===== config.mk =====
export PLATFORM = sky130hd
export DESIGN_NAME = icrb_config_bank
export DESIGN_NICKNAME = d
export VERILOG_FILES = /design/src/design/icrb_pkg.sv /design/src/design/icrb_config_bank.sv
export SDC_FILE = /design/constraint.sdc
export NUM_CORES = 1
export LEC_CHECK = 0
export ABC_AREA = 1
export ABC_CLOCK_PERIOD_IN_PS = 3600
export BUFFER_PORTS_ARGS = -buffer_cell sky130_fd_sc_hd__buf_2
export CORE_ASPECT_RATIO = 0.75
export CORE_UTILIZATION = 34
export DETAILED_ROUTE_END_ITERATION = 6
export SYNTH_ARGS = -nofsm -noshare
export SYNTH_HDL_FRONTEND = slang
export SYNTH_SLANG_ARGS = --single-unit

===== constraint.sdc =====
create_clock -name ref_clk_i -period 3.6 [get_ports ref_clk_i]
set_clock_uncertainty 0.2 [all_clocks]
set_input_delay 0.72 -clock ref_clk_i [delete_from_list [all_inputs] [get_ports ref_clk_i]]
set_output_delay 0.72 -clock ref_clk_i [all_outputs]
set_load 0.1 [all_outputs]

===== src/design/icrb_pkg.sv =====
/*
 * Constants for the indexed configuration register bank: I/O port
 * addresses, register indices, reset values, field positions and masks.
 * Assumes 10-bit ISA I/O decoding on the host side.
 */
package icrb_pkg;

	// ------------------------------------------------------------------
	// Widths
	// ------------------------------------------------------------------
	localparam int          ICRB_AW          = 10;
	localparam int          ICRB_DW          = 8;
	localparam int          ICRB_NREG        = 3;

	// ------------------------------------------------------------------
	// Host I/O ports
	// ------------------------------------------------------------------
	localparam logic [9:0]  ICRB_IDX_PRI     = 10'h3F0;
	localparam logic [9:0]  ICRB_DAT_PRI     = 10'h3F1;
	localparam logic [9:0]  ICRB_IDX_ALT     = 10'h370;
	localparam logic [9:0]  ICRB_DAT_ALT     = 10'h371;

	// ------------------------------------------------------------------
	// Register indices
	// ------------------------------------------------------------------
	localparam logic [7:0]  ICRB_IDX_ALTFN   = 8'h00;
	localparam logic [7:0]  ICRB_IDX_PARPWR  = 8'h01;
	localparam logic [7:0]  ICRB_IDX_SERPWR  = 8'h02;
	localparam logic [7:0]  ICRB_IDX_LOCKMAX = 8'h18;

	// ------------------------------------------------------------------
	// Power-up values, writable masks, read-only ones
	// ------------------------------------------------------------------
	localparam logic [7:0]  ICRB_ALTFN_RST   = 8'h28;
	localparam logic [7:0]  ICRB_PARPWR_RST  = 8'h9C;
	localparam logic [7:0]  ICRB_SERPWR_RST  = 8'h88;
	localparam logic [7:0]  ICRB_IDX_RST     = 8'h00;
	localparam logic [7:0]  ICRB_ALTFN_WM    = 8'h8B;
	localparam logic [7:0]  ICRB_PARPWR_WM   = 8'h8C;
	localparam logic [7:0]  ICRB_SERPWR_WM   = 8'h88;
	localparam logic [7:0]  ICRB_ALTFN_ONE   = 8'h20;
	localparam logic [7:0]  ICRB_PARPWR_ONE  = 8'h10;
	localparam logic [7:0]  ICRB_SERPWR_ONE  = 8'h00;
	localparam logic [7:0]  ICRB_RD_NONE     = 8'h00;

	// ------------------------------------------------------------------
	// Field positions
	// ------------------------------------------------------------------
	localparam int          ICRB_ALT_LSB     = 0;
	localparam int          ICRB_FDC_PWR     = 3;
	localparam int          ICRB_VALID       = 7;
	localparam int          ICRB_PAR_PWR     = 2;
	localparam int          ICRB_PAR_PRN     = 3;
	localparam int          ICRB_LOCK        = 7;
	localparam int          ICRB_SER1_PWR    = 3;
	localparam int          ICRB_SER2_PWR    = 7;

	// Alternate function codes
	localparam logic [1:0]  ICRB_ALT_DRIVE   = 2'b10;
	localparam logic [1:0]  ICRB_ALT_IR      = 2'b11;

endpackage


===== src/design/icrb_config_bank.sv =====
/*
 * Indexed configuration register bank: index port and data port on the
 * host I/O bus, three configuration registers and their control outputs.
 * Assumes single-cycle, clock-synchronous I/O strobes and that the key
 * sequence logic outside supplies the configuration-mode level.
 */
// Behaviour
// - Host loads the index by writing the primary or alternate index port.
// - The data port reads and writes the register the index picks.
// - Index responds only in configuration mode; host writes it first.
// - The held index chooses the register a later data access reaches.
// - Registers load defaults at power-up; ordinary reset only sets the register one lock bit.
// - Register zero sits at index zero, configuration mode only, default 28H.
// - Register zero bits 1:0 pick alternate functions; 00 default, 01 reserved.
// - Codes 0x enable pull-ups on drive enable and both chip selects.
// - Code 11 routes extra interrupt and alternate IR pair, pull-ups off.
// - Code 10 drives the drive-interface pins, pull-ups off.
// - Register zero bit 3 powers the floppy controller; cleared means low power.
// - Register zero bit 2 reads 0, bit 5 reads 1, bits 4,6 read 0.
// - Register zero bit 7 is a software flag, cleared at power-up.
// - Register one sits at index one, configuration mode only, default 9CH.
// - Register one bits 0,1,5,6 read 0 and bit 4 reads 1.
// - Register one bit 2 powers the parallel port; cleared means low power.
// - Register one bit 3 selects printer mode; cleared enables extended modes.
// - Register one bit 7 unlocks the register group; only resets set it again.
// - Register two sits at index two, configuration mode only, default 88H.
// - Register two bit 3 runs the primary serial port; cleared powers down.
// - Register two bit 7 runs the secondary serial port; cleared powers down.
// - Register two bits 0-2 and 4-6 read as zero.
// - Power-down stops the unit but leaves its address decode in place.
`timescale 1ns/1ps
`default_nettype none

module icrb_config_bank
	import icrb_pkg::*;
(
	input  wire logic                        ref_clk_i,
	input  wire logic                        rst_b_i,
	input  wire logic                        por_b_i,
	input  wire logic                        config_mode_i,
	input  wire logic                        alt_base_i,
	input  wire logic [icrb_pkg::ICRB_AW-1:0] io_addr_i,
	input  wire logic                        io_wr_i,
	input  wire logic                        io_rd_i,
	input  wire logic [icrb_pkg::ICRB_DW-1:0] io_wdata_i,
	output logic      [icrb_pkg::ICRB_DW-1:0] io_rdata_o,
	output logic                             io_rvalid_o,
	output logic      [icrb_pkg::ICRB_DW-1:0] config_index_select_o,
	output logic                             floppy_power_on_o,
	output logic                             parallel_power_on_o,
	output logic                             printer_mode_o,
	output logic                             primary_serial_power_on_o,
	output logic                             secondary_serial_power_on_o,
	output logic                             config_valid_o,
	output logic                             config_write_lock_o,
	output logic                             drive_pullup_en_o,
	output logic                             drive_pins_oe_o,
	output logic                             alt_ir_en_o,
	output logic                             extra_irq_en_o
);
	import icrb_pkg::*;

	// ------------------------------------------------------------------
	// State
	// ------------------------------------------------------------------
	typedef struct packed {
		logic [ICRB_DW-1:0]              idx;
		logic [ICRB_NREG-1:0][ICRB_DW-1:0] cr;
		logic [ICRB_DW-1:0]              rdata;
		logic                            rvalid;
	} icrb_state_t;

	icrb_state_t st_r;
	icrb_state_t st_nxt;

	// ------------------------------------------------------------------
	// Per-register tables
	// ------------------------------------------------------------------
	function automatic logic [ICRB_DW-1:0] cr_wmask(input int n);
		case (n)
			0:       cr_wmask = ICRB_ALTFN_WM;
			1:       cr_wmask = ICRB_PARPWR_WM;
			default: cr_wmask = ICRB_SERPWR_WM;
		endcase
	endfunction

	function automatic logic [ICRB_DW-1:0] cr_ones(input int n);
		case (n)
			0:       cr_ones = ICRB_ALTFN_ONE;
			1:       cr_ones = ICRB_PARPWR_ONE;
			default: cr_ones = ICRB_SERPWR_ONE;
		endcase
	endfunction

	function automatic logic [ICRB_DW-1:0] cr_default(input int n);
		case (n)
			0:       cr_default = ICRB_ALTFN_RST;
			1:       cr_default = ICRB_PARPWR_RST;
			default: cr_default = ICRB_SERPWR_RST;
		endcase
	endfunction

	// ------------------------------------------------------------------
	// Port decode
	// ------------------------------------------------------------------
	logic idx_hit;
	logic dat_hit;
	logic unlocked;
	logic in_group;
	logic idx_wr;
	logic dat_wr;
	logic dat_rd;

	assign idx_hit  = io_addr_i == (alt_base_i ? ICRB_IDX_ALT : ICRB_IDX_PRI);
	assign dat_hit  = io_addr_i == (alt_base_i ? ICRB_DAT_ALT : ICRB_DAT_PRI);
	assign unlocked = st_r.cr[1][ICRB_LOCK];
	// Lock covers the whole low group, not only the registers built here
	assign in_group = st_r.idx <= ICRB_IDX_LOCKMAX;
	// Nothing reaches the bank outside configuration mode
	assign idx_wr = config_mode_i && io_wr_i && idx_hit;
	assign dat_wr = config_mode_i && io_wr_i && dat_hit;
	assign dat_rd = config_mode_i && io_rd_i && dat_hit;

	// ------------------------------------------------------------------
	// Next state
	// ------------------------------------------------------------------
	always_comb begin
		st_nxt        = st_r;
		st_nxt.rvalid = dat_rd;
		st_nxt.rdata  = ICRB_RD_NONE;
		if (dat_rd && (unlocked || !in_group)) begin
			for (int n = 0; n < ICRB_NREG; n++) begin
				if (st_r.idx == ICRB_DW'(n)) begin
					st_nxt.rdata = (st_r.cr[n] & cr_wmask(n)) | cr_ones(n);
				end
			end
		end
		if (idx_wr) begin
			st_nxt.idx = io_wdata_i;
		end
		if (dat_wr && (unlocked || !in_group)) begin
			for (int n = 0; n < ICRB_NREG; n++) begin
				if (st_r.idx == ICRB_DW'(n)) begin
					st_nxt.cr[n] = io_wdata_i & cr_wmask(n);
				end
			end
			// Lock bit can be cleared by software but never set again
			st_nxt.cr[1][ICRB_LOCK] = unlocked & ((st_r.idx != ICRB_IDX_PARPWR)
				| io_wdata_i[ICRB_LOCK]);
		end
		if (!rst_b_i) begin
			// Hard reset sets the lock bit and clears the read answer; it leaves the index and the other register bits alone
			st_nxt.cr[1][ICRB_LOCK] = 1'b1;
			st_nxt.rvalid           = 1'b0;
			st_nxt.rdata            = ICRB_RD_NONE;
		end
		if (!por_b_i) begin
			st_nxt.idx    = ICRB_IDX_RST;
			st_nxt.rvalid = 1'b0;
			st_nxt.rdata  = ICRB_RD_NONE;
			for (int n = 0; n < ICRB_NREG; n++) begin
				st_nxt.cr[n] = cr_default(n);
			end
		end
	end

	always_ff @(posedge ref_clk_i) begin
		st_r <= st_nxt;
	end

	// ------------------------------------------------------------------
	// Outputs
	// ------------------------------------------------------------------
	logic [1:0] alt_code;

	assign alt_code = st_r.cr[0][ICRB_ALT_LSB +: 2];

	assign io_rdata_o            = st_r.rdata;
	assign io_rvalid_o           = st_r.rvalid;
	assign config_index_select_o = st_r.idx;
	// Power bits gate the unit only; base decode elsewhere stays live
	assign floppy_power_on_o           = st_r.cr[0][ICRB_FDC_PWR];
	assign parallel_power_on_o         = st_r.cr[1][ICRB_PAR_PWR];
	assign printer_mode_o              = st_r.cr[1][ICRB_PAR_PRN];
	assign primary_serial_power_on_o   = st_r.cr[2][ICRB_SER1_PWR];
	assign secondary_serial_power_on_o = st_r.cr[2][ICRB_SER2_PWR];
	// Flag for software only, steers nothing
	assign config_valid_o              = st_r.cr[0][ICRB_VALID];
	assign config_write_lock_o         = !unlocked;
	assign drive_pullup_en_o = !alt_code[1];
	assign drive_pins_oe_o   = alt_code == ICRB_ALT_DRIVE;
	assign alt_ir_en_o       = alt_code == ICRB_ALT_IR;
	assign extra_irq_en_o    = alt_code == ICRB_ALT_IR;

	// Reset lifts on the clock edge, so antecedents also exclude it
	logic live;

	assign live = rst_b_i && por_b_i;
endmodule

`default_nettype wire


# --- Word level (Yosys, flattened, before mapping) ---
# Index checks and enable logic that the tools add are counted.
classes:
  muxes: 20
  n_reduce_logical: 17
  n_eq_ne: 7
  n_bitwise: 11
  magnitude_cmp: 1
ops:
  columns: ["op", "n"]
  rows:
  - ["two-way mux 8 bit", 19]
  - ["AND 8 bit", 5]
  - ["bitwise OR 8 bit", 3]
  - ["equality test 10 bit", 2]
  - ["equality test 8 x 1 -> 1 bit, second input constant", 1]
  - ["equality test 8 x 2 -> 1 bit, second input constant", 1]
  - ["less-or-equal comparator 8 x 5 -> 1 bit, second input constant", 1]
  - ["zero test 8 bit", 1]
  - ["!= test 8 x 1 -> 1 bit, second input constant", 1]
  - ["AND reduction 2 bit", 4]
  - ["AND 7 bit", 1]
  - ["logical AND 1 bit", 7]
  - ["two-way mux 7 bit", 1]
  - ["equality test 2 bit, second input constant", 2]
  - ["zero test 1 bit", 3]
  - ["AND reduction 3 bit", 1]
  - ["AND 1 bit", 1]
  - ["logical OR 1 bit", 1]
  - ["bitwise OR 1 bit", 1]
totals:
  out_inout_bits: 28
  input_bits: 25
  regBits: 41
  word_cells: 63

# --- Depth between registers and ports, before layout ---
# Gate-level depths: netlist of run 1.
depth:
  word_depth: 10
  depth_mapped: 8

# --- Least setup slack after synthesis of run 1 ---
# No wires, ideal clock.
synth_path:
  path_type: "register -> output"
  startpoint: "reg st_r, in the netlist alt_code[1]"
  endpoint: "out drive_pins_oe_o"
  stages_incl_launch_ff: 3
  path_buffers: 0
  path_slack_ns: 0.561
  t_arrival_ns: 2.119
  cell_sequence: "dfxtp_1 > inv_1 > nor2_1"
synth_between:
  elab_chain_len: 1
synth_lines:
  columns: ["item", "line", "source"]
  rows:
  - ["start: declaration", "icrb_config_bank.sv:73", "icrb_state_t st_r;"]
  - ["start signal: assignment", "icrb_config_bank.sv:168", "st_r <= st_nxt;"]
  - ["equality test 2 bit", "icrb_config_bank.sv:191", "assign drive_pins_oe_o = alt_code == ICRB_ALT_DRIVE;"]
  - ["end: declaration", "icrb_config_bank.sv:57", "output logic drive_pins_oe_o,"]
# No other way between the ends.

# --- Worst setup path after layout of run 1 ---
# Ends and elaborated chain as after synthesis.

==> results of run 1 <==
-- registers in the layout (all words and copies together) (netlist names) --
signal	flops
config_index_select_o	8
io_rdata_o	7
config_valid_o	1
printer_mode_o	1
floppy_power_on_o	1
st_r	1
parallel_power_on_o	1
secondary_serial_power_on_o	1
primary_serial_power_on_o	1
io_rvalid_o	1
alt_code	2
-- Yosys cell counts (all sizes together) --
cell,count
or2,1
buf,20
nand2,42
nor2,28
nand4,8
clkbuf,1
conb,1
o21ai,10
inv,29
nand3,15
dfxtp,25
nor3,4
clkinv,1
a21oi,12
-- path summary, 6_finish.rpt --
check | to | startpoint | slack (ps)
hold reg to reg | io_rdata_o[0]$_SDFF_PP0_ | alt_code[0]$_SDFFE_PN0P_ | 280
setup / recovery | drive_pins_oe_o | alt_code[1]$_SDFFE_PN0P_ | 1480
setup reg to reg | alt_code[0]$_SDFFE_PN0P_ | config_index_select_o[0]$_SDFFE_PN0P_ | 1870
hold / removal | io_rdata_o[0]$_SDFF_PP0_ | alt_code[0]$_SDFFE_PN0P_ | 280
-- area by class of cell --
type                       instances  area, sq um
timing repair buffer              51          255
clock inverter                     1         5.00
tap                               52         65.1
fill                             417         2200
multi-input combinational        121          627
inverter                          30          113
clock buffer                       3         41.3
sequential                        25          500
-- logic make-up after synthesis --
| group | Yosys count | share of synthesized area |
|---|---|---|
| other | 1 | 0.00268 |
| AO/OA/AOI/OAI | 22 | 0.0839 |
| AND/OR/NAND/NOR | 98 | 0.361 |
| buffers and inverters | 51 | 0.196 |
| flip-flops | 25 | 0.357 |
-- critical path, stage by stage, from the launching register on --
cell and delay (ps):
dfxtp_1 340, inv_1 80, nor2_1 80, buf_2 420
-- power breakdown --
part	internal (uW)	switching [uW]
combinational	15.4	27.3
clock	77.5	90.5
sequential	276	0.0458
total	369	118
-- cells in the final DEF (no fill, tap or decap), types with 5 or more instances in the layout --
cell type   n
buf_2      51
nand2_1    37
inv_1      25
dfxtp_1    25
nor2_1     21
a21oi_1    11
nand3_1    10
o21ai_1     8
nand4_1     8
nand3_2     5
nand2_2     5
-- per-layer routing --
metal | GRT usage | vias up | part of all wire
met2 | 0.230 | 33 | 0.41
met3 | 0.0368 | 2 | 0.052
li1 | - | 669 | -
met4 | 0.0495 | 0 | 0.0081
met1 | 0.212 | 553 | 0.53
met5 | 0 | - | 0
-- stage by stage --
stage                     power (uW)  worst slack, ps
final                            487             1480
after global routing             509             1390
after CTS                        492             1470
after detailed placement         326             1290
after global placement           326             1350
after floorplan                  307              561
==> impl_metrics.csv, run 1 <==
group,metric,value,unit
run_status,status,"finished clean",
worst_setup_path,critPathRequiredTime,2680,ps
finish,layout.cells.non_filler,283,
finish,utilization,0.422,
cts,cts_resized,0,
routing,drt_wl_total,2.98,mm
timing,fmax,472,MHz
synth,yosys.area.top_type,"dfxtp_1",
worst_setup_path,crit_fanout,4,
timing,worst_slew_pin_slew,554,ps
power_and_ir_drop,pwr_density_cell,303,nW/um^2
timing,slew_viol_final,0,
finish,area_growth_syn_to_layout,14.6,%
timing,fin_crit_sh,0.589,
cts,clk_latency,270,ps
routing,first_iter_violations,44,
synth,avgSynthCellArea,7.11,sq um
die,core,3800,sq um
worst_setup_path,worstRegToRegCells,8,
die,die_x,76.1,um
cts,path_clk_slew,90,ps
worst_setup_path,crit_path_start_kind,"register",
worst_hold_path,worstHoldPathCells,2,
synth,synth_top_cell_area_share,0.357,
die,io_pins,53,
finish,fin_nets,257,
synth,ys_top_cells_by_area,"dfxtp_1 (36%), nand2_1 (9.9%), buf_4 (9.6%)",
timing,hold_violations,0,
placement,gp_congestion,0.790,
flow_run,drv_cap,0,
synth,ys_seq_area_frac,0.357,
timing,rsz0062_at_grt,"false",
timing,fin_crit,2120,ps
global_route,grt_use_total,0.151,
global_route,grt_max_degree,18,
routing,viasPerCell,4.44,
finish,drive_gt1_frac,0.351,
routing,ant_nets,0,
die,dieArea,4390,sq um
synth,synthesis.nets,222,
power_and_ir_drop,p_leak,0.000866,uW
routing,detail_route.first_pass.iterations,4,
global_route,grt_pass1_wl,5.21,mm
die,initial_utilization,0.368,
placement,placed_cell_area,1560,sq um
worst_setup_path,path_class,"reg2out",
global_route,grt_overflow,0,
synth,synth_area,1400,sq um
worst_hold_path,hold_path_class,"reg2reg",
routing,via_count,1257,
global_route,grt_pass1_vias,1177,
synth,synth_cells,197,
power_and_ir_drop,vdd_drop_max,143,uV
placement,io_buffers,51,
cts,cts_sinks,25,
cts,cts_tree,"yes",
placement,placed_cells,279,
timing,finalSetupTns,0,ps
cts,clock_path_buffers,2,
cts,cts_htree_levels,1,
worst_setup_path,worstPathArrival,1200,ps
placement,dp_hpwl,2.37,mm
routing,wl_per_cell,10.5,um
timing,setup_violations,0,
cts,cts-root-buf,"clkbuf_8",
synth,ys_types,25,
synth,ys_seq_elements,25,
global_route,antenna_found_initial,0,
timing,hold_slack,280,ps
cts,numCtsBuffers,3,
routing,drc,0,
finish,diodes,0,
cts,hold_buffers,0,
timing,max-slew-margin-rel,0.630,
die,die_h,57.6,um
synth,yosysWarnings,0,
worst_setup_path,worst_setup_path_end_kind,"primary output",
finish,final_cell_area,1610,sq um
cts,post-cts-setup-buffers,0,
die,num_rows,19,
Power figures use the tool's default switching activity.
==> run 2, diff against run 1 <==
- ABC_CLOCK_PERIOD_IN_PS: 3600 -> 1900
- clock period: 3.6 -> 1.9 ns (I/O delays scaled with it)
==> run 2 against run 1 <==
  * Sequential power up 90%
  * Critical endpoint is now extra_irq_en_o
  * Routed wire length up 0.87%
  * Sequential cell count unchanged
  * Critical path type unchanged
  * Sequential share of layout area down 1.1 points
  * Combinational power up 100%
  * Setup slack worse by 1400 ps
==> impl_metrics.csv, run 2 (synthesized netlist as in run 1, its figures left out) <==
group,metric,value,unit
finish,nFillCells,429,
worst_setup_path,r2r-start,"config_index_select_o[0]$_SDFFE_PN0P_",
global_route,antenna_found_initial,0,
worst_hold_path,min_from,"io_wdata_i[6]",
power_and_ir_drop,total_power,929,uW
worst_setup_path,worstPathArrival,1260,ps
finish,diodes,0,
timing,slew_viol_final,0,
finish,fin_nets,263,
timing,hold_violations,0,
routing,via_count,1251,
worst_setup_path,crit_buf_inv,2,
die,dieArea,4390,sq um
finish,seqCellArea,500,sq um
cts,clock_path_buffers,2,
worst_setup_path,worstRegToRegCells,8,
worst_setup_path,worst_setup_path_end_kind,"primary output",
worst_setup_path,worst_path_max_delay_cell,"buf_2",
routing,ant_nets,0,
worst_setup_path,regToRegEndpoint,"parallel_power_on_o$_SDFFE_PN1P_",
routing,detail_route.first_pass.iterations,4,
die,num_rows,19,
worst_setup_path,crit_fanout,3,
timing,setup_violations,0,
finish,final_common_cell,"buf_2",
global_route,grt_pass1_wl,5.05,mm
cts,numCtsBuffers,3,
power_and_ir_drop,vdd_drop_max,357,uV
worst_hold_path,min_to,"config_index_select_o[6]$_SDFFE_PN0P_",
cts,clk_latency,270,ps
die,io_pins,53,
cts,hold_buffers,0,
routing,viasPerCell,4.33,
finish,area_growth_syn_to_layout,18.7,%
global_route,grt_pass1_vias,1119,
timing,hold_slack,154,ps
routing,wl_per_cell,10.4,um
worst_hold_path,hold_path_class,"in2reg",
timing,fin_crit_sh,0.967,
timing,rsz0062_at_grt,"false",
worst_setup_path,path_class,"reg2out",
routing,first_iter_violations,41,
routing,drt_wl_total,3.00,mm
cts,post-cts-setup-buffers,0,
cts,cts_htree_levels,1,
global_route,grt_use_total,0.146,
finish,final_cell_mix,"buf_2 (51), nand2_1 (37), dfxtp_1 (25)",
worst_setup_path,critPathMaxStageDelay,410,ps
cts,cts_resized,0,
placement,dp_hpwl,2.42,mm
die,die_h,57.6,um
global_route,grt_overflow,0,
placement,io_buffers,51,
power_and_ir_drop,p_leak,0.000886,uW
power_and_ir_drop,pwr_density_cell,558,nW/um^2
cts,path_clk_slew,90,ps
die,initial_utilization,0.368,
timing,fin_crit,1840,ps
cts,cts_tree,"yes",
run_status,status,"finished clean",
cts,cts-root-buf,"clkbuf_8",
worst_setup_path,rrSetupSlack,370,ps
timing,finalSetupTns,0,ps
placement,gp_congestion,0.778,
routing,drc,0,
flow_run,drv_cap,0,
finish,drive_gt1_frac,0.376,
cts,cts_sinks,25,
finish,largest_reg_flops,8,
worst_setup_path,crit_path_start_kind,"register",
die,core,3800,sq um
worst_setup_path,path_cells,"nand2_1 -> clkinvlp_4 -> buf_2",
worst_setup_path,critPathRequiredTime,1320,ps
finish,multi_input_area,634,sq um
global_route,grt_max_degree,17,
timing,fmax,544,MHz
worst_hold_path,worstHoldPathCells,3,
die,die_x,76.1,um
worst_setup_path,path_delay_family,"buffers and inverters",
run 2: stage by stage:
stage	instances	cell area, sq um	util	setup slack, ps
5_1_grt	289	1660	0.437	3.08
3_3_place_gp	285	1620	0.425	241
4_1_cts	289	1660	0.437	50.3
2_1_floorplan	197	1410	-	-43.9
6_report	289	1660	0.437	63.4
3_5_place_dp	285	1620	0.425	220
run 2: layout make-up:
type                    count  share of cell area
multi-input cells         121               0.381
inverters                  30              0.0700
repair buffers             57               0.181
well taps                  52              0.0391
clock inverters             1             0.00301
flip-flops and latches     25               0.301
clock buffers               3              0.0248
run 2: per-layer routing:
| layer | routed length (um) | vias to the layer above | track usage |
|---|---|---|---|
| met2 | 1170 | 33 | 0.234 |
| met5 | 0 | - | 0 |
| li1 | - | 683 | - |
| met4 | 16 | 0 | 0.0247 |
| met3 | 168 | 2 | 0.0320 |
| met1 | 1650 | 533 | 0.205 |
run 2: worst max path at each step:
stage / slack (ps) / cells after the start / to / startpoint
floorplan: -40 / 2 / drive_pins_oe_o / alt_code[1]$_SDFFE_PN0P_
global placement: 240 / 8 / primary_serial_power_on_o$_SDFFE_PN1P_ / io_addr_i[1]
detailed placement: 220 / 8 / parallel_power_on_o$_SDFFE_PN1P_ / io_addr_i[1]
CTS: 50 / 3 / alt_ir_en_o / alt_code[0]$_SDFFE_PN0P_
global route: 3 / 3 / alt_ir_en_o / alt_code[0]$_SDFFE_PN0P_
finish: 60 / 3 / extra_irq_en_o / alt_code[0]$_SDFFE_PN0P_
run 2: worst reg2reg max path: stages, from the launching register on:
cell	delay (ps)
dfxtp_1	410
nor2_1	80
nand2_1	60
nand2_1	80
a21oi_2	230
buf_4	180
nand3_2	70
nand2_1	60
nand3_1	60
run 2: where the power goes:
group	internal, uW	switching (uW)
Combinational	33.9	52.7
Clock	147	172
Sequential	524	0.0893
Total	704	225
==> run 3, diff against run 2 <==
- CELL_PAD_IN_SITES_DETAIL_PLACEMENT: not set -> 1
- CELL_PAD_IN_SITES_GLOBAL_PLACEMENT: not set -> 1
- CORE_UTILIZATION: 34 -> 30
- PLACE_DENSITY_LB_ADDON: not set -> 0.1
==> run 3 against run 2 <==
  * Setup slack improved by 46 ps
  * Sequential cell count did not move
  * Power rose by 1.7%
  * Routed wire length rose by 11%
  * Sequential power barely moved
  * Register-to-register slack got worse by 30 ps
  * Clock power rose by 5%
  * Critical path type unchanged
==> impl_metrics.csv, run 3 (synthesized netlist as in run 1, its figures left out) <==
group,metric,value,unit
run_status,status,"finished clean",
finish,final_cell_mix,"buf_2 (49), nand2_1 (37), dfxtp_1 (25)",
die,num_rows,21,
finish,final_cell_area,1670,sq um
global_route,grt_overflow,0,
routing,viasPerCell,4.33,
cts,cts_htree_levels,1,
finish,drive_gt1_frac,0.373,
placement,io_buffers,51,
timing,fmax,558,MHz
timing,hold_violations,0,
finish,fin_nets,262,
worst_setup_path,critPathMaxStageDelay,420,ps
worst_hold_path,hold_path_class,"in2reg",
flow_run,drv_cap,0,
die,core,4470,sq um
routing,drc,0,
cts,hold_buffers,0,
worst_setup_path,worstPathArrival,1210,ps
cts,post-cts-setup-buffers,0,
finish,largest_reg_flops,8,
routing,via_count,1268,
worst_setup_path,path_cells,"inv_1 -> nor2_4 -> buf_2",
routing,wl_per_cell,11.4,um
routing,detail_route.first_pass.iterations,4,
finish,layout.cells.non_filler,293,
global_route,grt_use_total,0.145,
die,io_pins,53,
power_and_ir_drop,pwr_density_cell,566,nW/um^2
finish,final_common_cell,"buf_2",
power_and_ir_drop,vdd_drop_max,240,uV
global_route,grt_max_degree,17,
worst_setup_path,crit_path_start_kind,"register",
placement,dpl_worst_slack,187,ps
placement,dp_hpwl,2.70,mm
timing,slew_viol_final,0,
timing,fin_crit,1790,ps
worst_setup_path,crit_fanout,4,
cts,cts-root-buf,"clkbuf_8",
global_route,grt_pass1_vias,1146,
timing,setup_violations,0,
routing,ant_nets,0,
worst_setup_path,worst_path_max_delay_cell,"buf_2",
power_and_ir_drop,total_power,944,uW
cts,numCtsBuffers,3,
timing,finalSetupTns,0,ps
cts,clock_path_buffers,2,
finish,area_growth_syn_to_layout,19.1,%
finish,diodes,0,
timing,rsz0062_at_grt,"false",
power_and_ir_drop,p_leak,0.000876,uW
die,dieArea,4950,sq um
finish,nFillCells,586,
cts,clk_latency,280,ps
die,initial_utilization,0.314,
routing,first_iter_violations,42,
placement,placed_cells,289,
worst_setup_path,rrSetupSlack,340,ps
worst_setup_path,path_class,"reg2out",
cts,cts_sinks,25,
placement,placed_cell_area,1620,sq um
cts,path_clk_slew,100,ps
die,die_h,61.2,um
worst_setup_path,critPathRequiredTime,1320,ps
timing,layout_setup_ws,109,ps
cts,cts_tree,"yes",
routing,drt_wl_total,3.33,mm
global_route,grt_pass1_wl,5.41,mm
timing,fin_crit_sh,0.942,
global_route,antenna_found_initial,0,
placement,gp_congestion,0.751,
die,die_x,80.9,um
worst_setup_path,worst_setup_path_end_kind,"primary output",
cts,cts_resized,0,
==> run 3: area by class of cell <==
cell class / instances / area (sq um) / area share
repair buffers: 56 / 298 / 0.178
flip-flops and latches: 25 / 500 / 0.300
well taps: 57 / 71.3 / 0.0427
clock buffers: 3 / 41.3 / 0.0247
multi-input cells: 121 / 634 / 0.380
inverters: 30 / 116 / 0.0697
clock inverters: 1 / 7.51 / 0.00450
==> run 3: worst max-delay path: cells and delay by family (launching register included) <==
kind / cells / cell delay [ps]
buffers and inverters: 2 / 510
DFF: 1 / 340
and+or+nand+nor: 1 / 80
==> run 3: metrics by stage <==
step	utilization	hold WS (ps)
after global routing	0.374	176
after CTS	0.373	136
after floorplan	-	258
final	0.374	140
after detailed placement	0.362	276
after global placement	0.362	275
==> run 3: final timing paths <==
path                            cells after the start                               endpoint                             startpoint
worst max-delay path                                3                        drive_pins_oe_o               alt_code[1]$_SDFFE_PN0P_
worst min-delay path                                3  config_index_select_o[6]$_SDFFE_PN0P_                          io_wdata_i[6]
worst min register to register                      2  config_index_select_o[5]$_SDFFE_PN0P_  config_index_select_o[5]$_SDFFE_PN0P_
worst max register to register                      7               alt_code[0]$_SDFFE_PN0P_  config_index_select_o[3]$_SDFFE_PN0P_
==> run 3: power by group <==
part	switching [uW]	internal, uW
Clock	186	149
Sequential	0.0964	524
Combinational	53.0	32.6
Total	239	705
==> run 3: per-layer routing <==
metal  share of wire  global-route usage  wire (um)  up-vias
li1                -                   -          -      676
met3           0.055              0.0370        182        2
met4          0.0069              0.0306         23        0
met1            0.53               0.206       1760      559
met5               0                   0          0        -
met2            0.41               0.222       1360       31
